## config.mk

```make
export PLATFORM = sky130hd
export DESIGN_NAME = uv_fault_response
export DESIGN_NICKNAME = d
export VERILOG_FILES = /design/src/design/uv_pkg.sv /design/src/design/uv_delay_timer.sv /design/src/design/uv_fault_response.sv /design/src/design/uv_level_cmp.sv
export SDC_FILE = /design/constraint.sdc
export NUM_CORES = 1
export LEC_CHECK = 0
export BUFFER_PORTS_ARGS = -buffer_cell sky130_fd_sc_hd__clkbuf_2
export CORE_ASPECT_RATIO = 1.1
export CORE_UTILIZATION = 45
export DETAILED_ROUTE_END_ITERATION = 8
export PLACE_DENSITY = 0.7
export REMOVE_ABC_BUFFERS = 1
export SLEW_MARGIN = 15
export SYNTH_ARGS = -nofsm -noshare
export SYNTH_HDL_FRONTEND = slang
export SYNTH_SLANG_ARGS = --single-unit
```

## constraint.sdc

```tcl
create_clock -name sys_clk -period 3.3 [get_ports sys_clk]
set_clock_uncertainty 0.15 [all_clocks]
set_input_delay 0.495 -clock sys_clk [delete_from_list [all_inputs] [get_ports sys_clk]]
set_output_delay 0.495 -clock sys_clk [all_outputs]
set_load 0.02 [all_outputs]
```

## src/design/uv_pkg.sv

```systemverilog
// constants and types for the output undervoltage fault response block
package uv_pkg;
    // command codes of the register port
    localparam logic [7:0] CMD_CLEAR_FAULTS = 8'h03;
    localparam logic [7:0] CMD_WARN_LIMIT = 8'h43;
    localparam logic [7:0] CMD_FAULT_LIMIT = 8'h44;
    localparam logic [7:0] CMD_FAULT_ACTION = 8'h45;
    localparam logic [7:0] CMD_STATUS_VOUT = 8'h7A;

    // action byte layout
    localparam int ACT_HI = 7;
    localparam int ACT_LO = 6;
    localparam int RETRY_HI = 5;
    localparam int RETRY_LO = 3;
    localparam int DELAY_HI = 2;
    localparam int DELAY_LO = 0;

    // status byte layout
    localparam int STAT_UV_WARN_BIT = 5;
    localparam int STAT_UV_FAULT_BIT = 4;

    localparam logic [15:0] WARN_LIMIT_RST = 16'h0000;
    localparam logic [15:0] FAULT_LIMIT_RST = 16'h0000;
    localparam logic [7:0] FAULT_ACTION_RST = 8'h80;

    typedef enum logic [1:0] {
        ACT_IGNORE = 2'b00,
        ACT_RIDE = 2'b01,
        ACT_DISABLE = 2'b10,
        ACT_HOLD = 2'b11
    } action_t;

    localparam logic [2:0] RETRY_NONE = 3'h0;
    localparam logic [2:0] RETRY_ONCE = 3'h1;
    localparam logic [2:0] RETRY_CONT = 3'h7;

    typedef enum logic [2:0] {
        ST_RUN,
        ST_RIDE,
        ST_HOLD,
        ST_WAIT,
        ST_RESTART,
        ST_LATCHED
    } resp_state_t;

    localparam int CLK_PERIOD_NS = 10;
    // settle time after a restart before the output is judged good
    localparam int RESTART_CHECK_NS = 1000;
    localparam int RESTART_CHECK_CYCLES =
        (RESTART_CHECK_NS + CLK_PERIOD_NS - 1) / CLK_PERIOD_NS;
endpackage

```

## src/design/uv_delay_timer.sv

```systemverilog
// delay timer counting a power-of-two number of delay units
`timescale 1ns/1ps
`default_nettype none
module uv_delay_timer #(
    parameter int UNIT_W = 16,
    parameter int CODE_W = 3
) (
    input wire logic sys_clk,
    input wire logic rst_n,
    input wire logic start,
    input wire logic [UNIT_W-1:0] unit_cycles,
    input wire logic [CODE_W-1:0] code,
    output logic done
);
    localparam int BLK_W = (1 << CODE_W);

    logic run_ff;
    logic done_ff;
    logic [UNIT_W-1:0] unit_cnt_ff;
    logic [BLK_W-1:0] blk_cnt_ff;
    logic [BLK_W-1:0] blk_last_ff;
    logic [UNIT_W-1:0] unit_last_ff;

    // a zero unit length is read as one cycle so the timer always ends
    wire [UNIT_W-1:0] unit_eff = (unit_cycles == '0) ?
        UNIT_W'(1) : unit_cycles;
    wire [BLK_W-1:0] blk_span = BLK_W'(1) << code;
    wire unit_tick = run_ff && (unit_cnt_ff == unit_last_ff);
    wire last_blk = unit_tick && (blk_cnt_ff == blk_last_ff);

    always_ff @(posedge sys_clk) begin
        if (!rst_n) begin
            run_ff <= 1'b0;
            done_ff <= 1'b0;
            unit_cnt_ff <= '0;
            blk_cnt_ff <= '0;
            blk_last_ff <= '0;
            unit_last_ff <= '0;
        end else if (start) begin
            run_ff <= 1'b1;
            done_ff <= 1'b0;
            unit_cnt_ff <= '0;
            blk_cnt_ff <= '0;
            blk_last_ff <= blk_span - BLK_W'(1);
            unit_last_ff <= unit_eff - UNIT_W'(1);
        end else begin
            done_ff <= last_blk;
            run_ff <= run_ff && !last_blk;
            unit_cnt_ff <= unit_tick ? '0 : unit_cnt_ff + UNIT_W'(run_ff);
            blk_cnt_ff <= blk_cnt_ff + BLK_W'(unit_tick);
        end
    end

    assign done = done_ff;
endmodule
`default_nettype wire

```

## src/design/uv_fault_response.sv

```systemverilog
// output undervoltage supervision with programmable fault response
`timescale 1ns/1ps
`default_nettype none
module uv_fault_response (
    input wire logic sys_clk,
    input wire logic rst_n,
    input wire logic [7:0] cmd_code,
    input wire logic cmd_wr,
    input wire logic cmd_rd,
    input wire logic [15:0] cmd_wdata,
    output logic [15:0] rd_data,
    output logic rd_valid,
    input wire logic [15:0] vout_meas,
    input wire logic [15:0] delay_unit_cycles,
    input wire logic output_cmd_on,
    input wire logic other_fault_off,
    output logic output_enable,
    output logic uv_warn,
    output logic uv_fault
);
    localparam int CHK_W = $clog2(uv_pkg::RESTART_CHECK_CYCLES + 1);
    localparam logic [CHK_W-1:0] CHK_LAST =
        CHK_W'(uv_pkg::RESTART_CHECK_CYCLES - 1);

    logic [15:0] warn_limit_ff;
    logic [15:0] fault_limit_ff;
    logic [7:0] action_ff;
    logic warn_ff;
    logic fault_ff;
    logic en_ff;
    logic cmd_on_d_ff;
    logic tmr_hit_ff;
    logic [2:0] att_ff;
    logic [CHK_W-1:0] chk_cnt_ff;
    logic [15:0] rd_data_ff;
    logic rd_valid_ff;
    uv_pkg::resp_state_t state_ff;
    uv_pkg::resp_state_t nxt_state;
    logic tmr_start;
    logic att_inc;
    logic att_clr;
    logic [15:0] rd_mux;
    logic warn_below;
    logic fault_below;
    logic tmr_done;

    // command decode
    wire wr_warn = cmd_wr && (cmd_code == uv_pkg::CMD_WARN_LIMIT);
    wire wr_fault = cmd_wr && (cmd_code == uv_pkg::CMD_FAULT_LIMIT);
    wire wr_action = cmd_wr && (cmd_code == uv_pkg::CMD_FAULT_ACTION);
    wire wr_status = cmd_wr && (cmd_code == uv_pkg::CMD_STATUS_VOUT);
    wire wr_clear = cmd_wr && (cmd_code == uv_pkg::CMD_CLEAR_FAULTS);

    // action byte fields
    wire [1:0] act_sel = action_ff[uv_pkg::ACT_HI:uv_pkg::ACT_LO];
    wire [2:0] retry_sel = action_ff[uv_pkg::RETRY_HI:uv_pkg::RETRY_LO];
    wire [2:0] delay_sel = action_ff[uv_pkg::DELAY_HI:uv_pkg::DELAY_LO];

    // an off-then-on command counts as a clear of the latched fault
    wire on_rise = output_cmd_on && !cmd_on_d_ff;
    wire clr_common = wr_clear || on_rise;
    wire clr_fault = clr_common ||
        (wr_status && cmd_wdata[uv_pkg::STAT_UV_FAULT_BIT]);
    wire clr_warn = clr_common ||
        (wr_status && cmd_wdata[uv_pkg::STAT_UV_WARN_BIT]);

    // ramp-up after a restart is not judged until the check window ends
    wire in_restart = (state_ff == uv_pkg::ST_RESTART);
    wire chk_done = in_restart && (chk_cnt_ff == CHK_LAST);
    wire judge = en_ff && (!in_restart || chk_done);
    wire fault_live = judge && fault_below;
    wire warn_evt = judge && warn_below;
    wire [2:0] att_next = att_ff + 3'h1;
    wire retry_spent = (retry_sel != uv_pkg::RETRY_CONT) &&
        (att_next >= retry_sel);
    wire nxt_en_state = (nxt_state == uv_pkg::ST_RUN) ||
        (nxt_state == uv_pkg::ST_RIDE) || (nxt_state == uv_pkg::ST_RESTART);

    uv_level_cmp #(.WIDTH(16)) u_warn_cmp (
        .sys_clk(sys_clk),
        .rst_n(rst_n),
        .sample(vout_meas),
        .limit(warn_limit_ff),
        .below(warn_below)
    );

    uv_level_cmp #(.WIDTH(16)) u_fault_cmp (
        .sys_clk(sys_clk),
        .rst_n(rst_n),
        .sample(vout_meas),
        .limit(fault_limit_ff),
        .below(fault_below)
    );

    // one timer serves both the ride-through delay and restart spacing
    uv_delay_timer #(.UNIT_W(16), .CODE_W(3)) u_timer (
        .sys_clk(sys_clk),
        .rst_n(rst_n),
        .start(tmr_start),
        .unit_cycles(delay_unit_cycles),
        .code(delay_sel),
        .done(tmr_done)
    );

    // a shutdown either latches off or begins the retry sequence
    wire shut_retry = (retry_sel != uv_pkg::RETRY_NONE);
    uv_pkg::resp_state_t shut_state;
    assign shut_state = shut_retry ? uv_pkg::ST_WAIT :
        uv_pkg::ST_LATCHED;

    always_comb begin
        nxt_state = state_ff;
        tmr_start = 1'b0;
        att_inc = 1'b0;
        att_clr = 1'b0;
        if (!output_cmd_on) begin
            nxt_state = uv_pkg::ST_RUN;
            att_clr = 1'b1;
        end else begin
            unique case (state_ff)
                uv_pkg::ST_RUN: begin
                    if (fault_live) begin
                        unique case (act_sel)
                            uv_pkg::ACT_IGNORE: begin
                                nxt_state = uv_pkg::ST_RUN;
                            end
                            uv_pkg::ACT_RIDE: begin
                                nxt_state = uv_pkg::ST_RIDE;
                                tmr_start = 1'b1;
                            end
                            uv_pkg::ACT_DISABLE: begin
                                nxt_state = shut_state;
                                tmr_start = shut_retry;
                            end
                            uv_pkg::ACT_HOLD: begin
                                nxt_state = uv_pkg::ST_HOLD;
                            end
                        endcase
                    end
                end
                uv_pkg::ST_RIDE: begin
                    if (!fault_below) begin
                        nxt_state = uv_pkg::ST_RUN;
                    end else if (tmr_done) begin
                        nxt_state = shut_state;
                        tmr_start = shut_retry;
                    end
                end
                uv_pkg::ST_HOLD: begin
                    if (!fault_below) begin
                        nxt_state = uv_pkg::ST_RUN;
                    end
                end
                uv_pkg::ST_WAIT: begin
                    if (other_fault_off) begin
                        nxt_state = uv_pkg::ST_LATCHED;
                    end else if (tmr_hit_ff || tmr_done) begin
                        nxt_state = uv_pkg::ST_RESTART;
                        tmr_start = 1'b1;
                    end
                end
                uv_pkg::ST_RESTART: begin
                    if (other_fault_off) begin
                        nxt_state = uv_pkg::ST_LATCHED;
                    end else if (chk_done && fault_below) begin
                        att_inc = 1'b1;
                        nxt_state = retry_spent ? uv_pkg::ST_LATCHED :
                            uv_pkg::ST_WAIT;
                    end else if (chk_done) begin
                        nxt_state = uv_pkg::ST_RUN;
                        att_clr = 1'b1;
                    end
                end
                uv_pkg::ST_LATCHED: begin
                    if (!fault_ff) begin
                        nxt_state = uv_pkg::ST_RUN;
                        att_clr = 1'b1;
                    end
                end
                default: begin
                    nxt_state = uv_pkg::ST_LATCHED;
                end
            endcase
        end
    end

    always_comb begin
        unique case (cmd_code)
            uv_pkg::CMD_WARN_LIMIT: rd_mux = warn_limit_ff;
            uv_pkg::CMD_FAULT_LIMIT: rd_mux = fault_limit_ff;
            uv_pkg::CMD_FAULT_ACTION: rd_mux = {8'h00, action_ff};
            uv_pkg::CMD_STATUS_VOUT: rd_mux =
                (16'(warn_ff) << uv_pkg::STAT_UV_WARN_BIT) |
                (16'(fault_ff) << uv_pkg::STAT_UV_FAULT_BIT);
            default: rd_mux = 16'h0000;
        endcase
    end

    always_ff @(posedge sys_clk) begin
        if (!rst_n) begin
            warn_limit_ff <= uv_pkg::WARN_LIMIT_RST;
            fault_limit_ff <= uv_pkg::FAULT_LIMIT_RST;
            action_ff <= uv_pkg::FAULT_ACTION_RST;
        end else begin
            if (wr_warn) warn_limit_ff <= cmd_wdata;
            if (wr_fault) fault_limit_ff <= cmd_wdata;
            if (wr_action) action_ff <= cmd_wdata[7:0];
        end
    end

    // a new low event wins over a clear in the same cycle
    always_ff @(posedge sys_clk) begin
        if (!rst_n) begin
            warn_ff <= 1'b0;
            fault_ff <= 1'b0;
        end else begin
            warn_ff <= warn_evt || (warn_ff && !clr_warn);
            fault_ff <= fault_live || (fault_ff && !clr_fault);
        end
    end

    always_ff @(posedge sys_clk) begin
        if (!rst_n) begin
            state_ff <= uv_pkg::ST_RUN;
            en_ff <= 1'b0;
            cmd_on_d_ff <= 1'b0;
            tmr_hit_ff <= 1'b0;
        end else begin
            state_ff <= nxt_state;
            en_ff <= output_cmd_on && nxt_en_state;
            cmd_on_d_ff <= output_cmd_on;
            tmr_hit_ff <= !tmr_start && (tmr_hit_ff || tmr_done);
        end
    end

    always_ff @(posedge sys_clk) begin
        if (!rst_n) begin
            att_ff <= 3'h0;
            chk_cnt_ff <= '0;
        end else begin
            att_ff <= att_clr ? 3'h0 : (att_inc ? att_next : att_ff);
            chk_cnt_ff <= in_restart ? chk_cnt_ff + CHK_W'(1) : '0;
        end
    end

    always_ff @(posedge sys_clk) begin
        if (!rst_n) begin
            rd_data_ff <= 16'h0000;
            rd_valid_ff <= 1'b0;
        end else begin
            rd_valid_ff <= cmd_rd;
            if (cmd_rd) rd_data_ff <= rd_mux;
        end
    end

    assign rd_data = rd_data_ff;
    assign rd_valid = rd_valid_ff;
    assign output_enable = en_ff;
    assign uv_warn = warn_ff;
    assign uv_fault = fault_ff;
endmodule
`default_nettype wire

```

## src/design/uv_level_cmp.sv

```systemverilog
// registered below-threshold comparator
`timescale 1ns/1ps
`default_nettype none
module uv_level_cmp #(
    parameter int WIDTH = 16
) (
    input wire logic sys_clk,
    input wire logic rst_n,
    input wire logic [WIDTH-1:0] sample,
    input wire logic [WIDTH-1:0] limit,
    output logic below
);
    logic below_ff;
    wire is_below = sample < limit;

    always_ff @(posedge sys_clk) begin
        if (!rst_n) begin
            below_ff <= 1'b0;
        end else begin
            below_ff <= is_below;
        end
    end

    assign below = below_ff;
endmodule
`default_nettype wire

```

==> flow_summary.yaml <==
run_status:
  status: "finished clean"
detailed_routing:
  drcViolationCount: 0
  drt_iter0_drc: 449
  viasPerCell: 5.43
  route.antenna.remaining_nets: 0
  route.vias.total: 5862
  wl_per_cell_um: 15.1
  first_pass_iters: 4
  wirelength_um: 16300
cells_and_area:
  area_delta_synth_final_pct: 16.7
  n_fill_cell: 1361
  multi_input_area_sq_mm: 0.00386
  diodes: 0
  nNetsFinal: 982
  drive_gt1_share_pct: 17.2
  postLayoutCoreUtil_pct: 54.3
  regArea_sq_mm: 0.00254
  instances_no_fill: 1080
yosys:
  yosys-top-cells-count: "dfxtp_1 (127), nand2_1 (89), nor2_1 (83)"
  synth_ff_type: "dfxtp_1"
  synth.area.mux_share_pct: 1.63
  synth_xor_area_share_pct: 7.89
  synth_compound_area_share_pct: 16.2
  async_flop_share_pct: 0
  ys_seq_area_share_pct: 37.6
  yosys.area_share.simple_pct: 23.0
  synth_top_family_by_area: "simple AND/OR/NAND/NOR gates"
  ys_types: 67
  postSynthAreaPerCell_sq_um: 8.49
  yosysMostFrequentCell: "dfxtp_1"
  ys.warnings.count: 0
  syn_inst: 797
  synth_top_cell_by_area: "dfxtp_1"
  yosys-top-cells-area: "dfxtp_1 (38%), ha_1 (8.1%), nand2_1 (4.9%), nor2_1 (4.6%), xor2_1 (4.1%)"
  ys_ff_latch: 127
  synth_edf_count: 0
  synth_top_area_share_pct: 37.6
  syn_area_sq_mm: 0.00677
  synthAdderAreaFrac_pct: 8.13
floorplanning:
  core_sq_mm: 0.0146
  die_w_um: 119
  dieArea_sq_mm: 0.0155
  io_pins: 82
  initial_core_util_pct: 46.5
  rows: 46
  die_h_um: 131
clock_network:
  clkLatencyLatePin_ns: 0.42
  clockRootBuffer: "clkbuf_16"
  clk_pin_slew_ns: 0.06
  clockBufferDepth: 2
  cts_tree: "yes"
  htreeDepth: 4
  postCtsSetupBuffers: 0
  cts_num_sinks: 127
  ctsHoldBuffers: 0
  numCtsBuffers: 17
  ctsResizeCount: 0
critical_path:
  cp_max_fo: 5
  max_stage_delay_ns: 0.57
  crit_top_cell: "and3_1"
  required_ns: 3.43
  r2r_setup_slack_ns: 0.67
  r2r_end: "u_timer.blk_cnt_ff[7]"
  critPathCaptureType: "flip-flop"
  critical-path-top-delay-family: "simple AND/OR/NAND/NOR gates"
  path_depth: 10
  critPathSlowestCell: "or4_1"
  timing.rr.start: "u_timer.unit_cnt_ff[7]"
  critPathKind: "reg2reg"
  timing.critical_path.from_type: "flip-flop"
  crit_chain: "xor2_1 -> nor4_1 -> nand2_1 -> or4_1 -> inv_1 -> ha_1 -> and3_1 -> and3_1 -> xnor2_1 -> nor2_1"
  path_buf_inv: 1
  r2r_cells: 10
  cp.arrival_ns: 2.76
sta:
  slew_violations: 0
  final.setup.tns_ns: 0
  hold_violations: 0
  setup_viol: 0
  setup_ws_ns: 0.670
  layout_worst_path_cycle_share_pct: 79.7
  finalCriticalPeriod_ns: 2.63
  rsz0062_at_grt: "false"
  tightest_slew_ns: 0.793
  timing.fmax_ghz: 0.380
  slew_headroom_pct: 46.8
min_path:
  hold_depth: 3
  worstHoldPathType: "in2reg"
  min-delay-start: "cmd_wdata[8]"
  min_to: "warn_limit_ff[8]"
place:
  dp_cells: 1049
  port_buffers: 81
  gp_congestion: 0.857
  hpwl_um: 11600
  preCtsSetupSlack_ns: 0.362
run:
  max_cap_viol_count: 0
power:
  total_power_mw: 3.45
  ir_drop_v: 0.000324
  power.density_mw_per_mm2: 437
  p_leak_nw: 3.15
grt:
  grt_max_degree: 41
  grt_pass1_vias: 5674
  grt_overflow_total: 0
  grt_pass1_wl_um: 27600
  grt_use_total_pct: 22.6
  antenna_found_initial: 0
[metrics by stage]
| step | instance area (sq um) | hold WS, ns |
|---|---|---|
| floorplan | 6600 | 0.263 |
| global placement | 7370 | 0.274 |
| detailed placement | 7370 | 0.278 |
| CTS | 7900 | 0.155 |
| global route | 7900 | 0.170 |
| finish | 7900 | 0.171 |
[area by class of cell]
| class | instances | share of cell area [%] |
|---|---|---|
| tap | 192 | 3.04 |
| timing repair buffer | 95 | 6.46 |
| clock inverter | 7 | 0.792 |
| sequential | 127 | 32.2 |
| clock buffer | 24 | 5.97 |
| multi-input combinational | 579 | 48.9 |
| inverter | 56 | 2.66 |
[flip-flops by register name, indices dropped and copies added, names as in the netlist, 3 cells and up]
signal and count:
u_timer.blk_cnt_ff 8, fault_limit_ff 16, action_ff 8, u_timer.unit_cnt_ff 16, rd_data 16, u_timer.blk_last_ff 8
att_ff 3, warn_limit_ff 16, u_timer.unit_last_ff 16, state_ff 3, chk_cnt_ff 7
[metal layers]
metal	part of all wire [%]	track usage [%]	up-vias
met4	2.0	9.46	0
met3	5.5	5.99	23
met1	45	27.3	2736
li1	-	-	2947
met2	48	38.2	156
met5	0	0	-
[cells by family after synthesis]
family / Yosys count
AND/OR/NAND/NOR: 310
flip-flops: 127
buffers and inverters: 91
XOR/XNOR: 61
multiplexers: 11
AO/OA/AOI/OAI: 153
adder cells (fa/ha/maj): 44
[power by group]
group          total, mW  switching, mW  internal (mW)  leakage [nW]
Combinational      0.197          0.122         0.0753          1.87
Clock               1.71          0.647           1.06         0.264
Sequential          1.55        0.00551           1.54          1.02
[cells in the final DEF, fill, tap and decap left out, drive strengths merged, types with 10 or more instances in the layout]
| cell type | n |
|---|---|
| a211oi | 17 |
| a22oi | 16 |
| nor2 | 84 |
| xnor2 | 29 |
| and2 | 10 |
| and3 | 18 |
| nand2 | 89 |
| dfxtp | 127 |
| o21ai | 12 |
| nand3 | 40 |
| a21oi | 51 |
| inv | 56 |
| ha | 44 |
| clkbuf | 105 |
| xor2 | 32 |
| mux2i | 11 |
| nor4 | 15 |
| buf | 14 |
[tightest hold or removal path: cells and delay by family]
kind	cells	cell delay, ns
buf+inv	1	0.09
simple gates	1	0.06
compound gates	1	0.05
[how the worst max path moves through the flow]
stage	from	endpoint	slack, ns
2_1_floorplan	cmd_code[3]	warn_limit_ff[0]	0.07
3_3_place_gp	delay_unit_cycles[5]	u_timer.unit_last_ff[8]	0.44
3_5_place_dp	delay_unit_cycles[5]	u_timer.unit_last_ff[8]	0.36
4_1_cts	u_timer.unit_cnt_ff[13]	u_timer.blk_cnt_ff[7]	0.67
5_1_grt	u_timer.unit_cnt_ff[4]	u_timer.blk_cnt_ff[4]	0.43
6_report	u_timer.unit_cnt_ff[7]	u_timer.blk_cnt_ff[7]	0.67
Power figures use the tool's default switching activity.
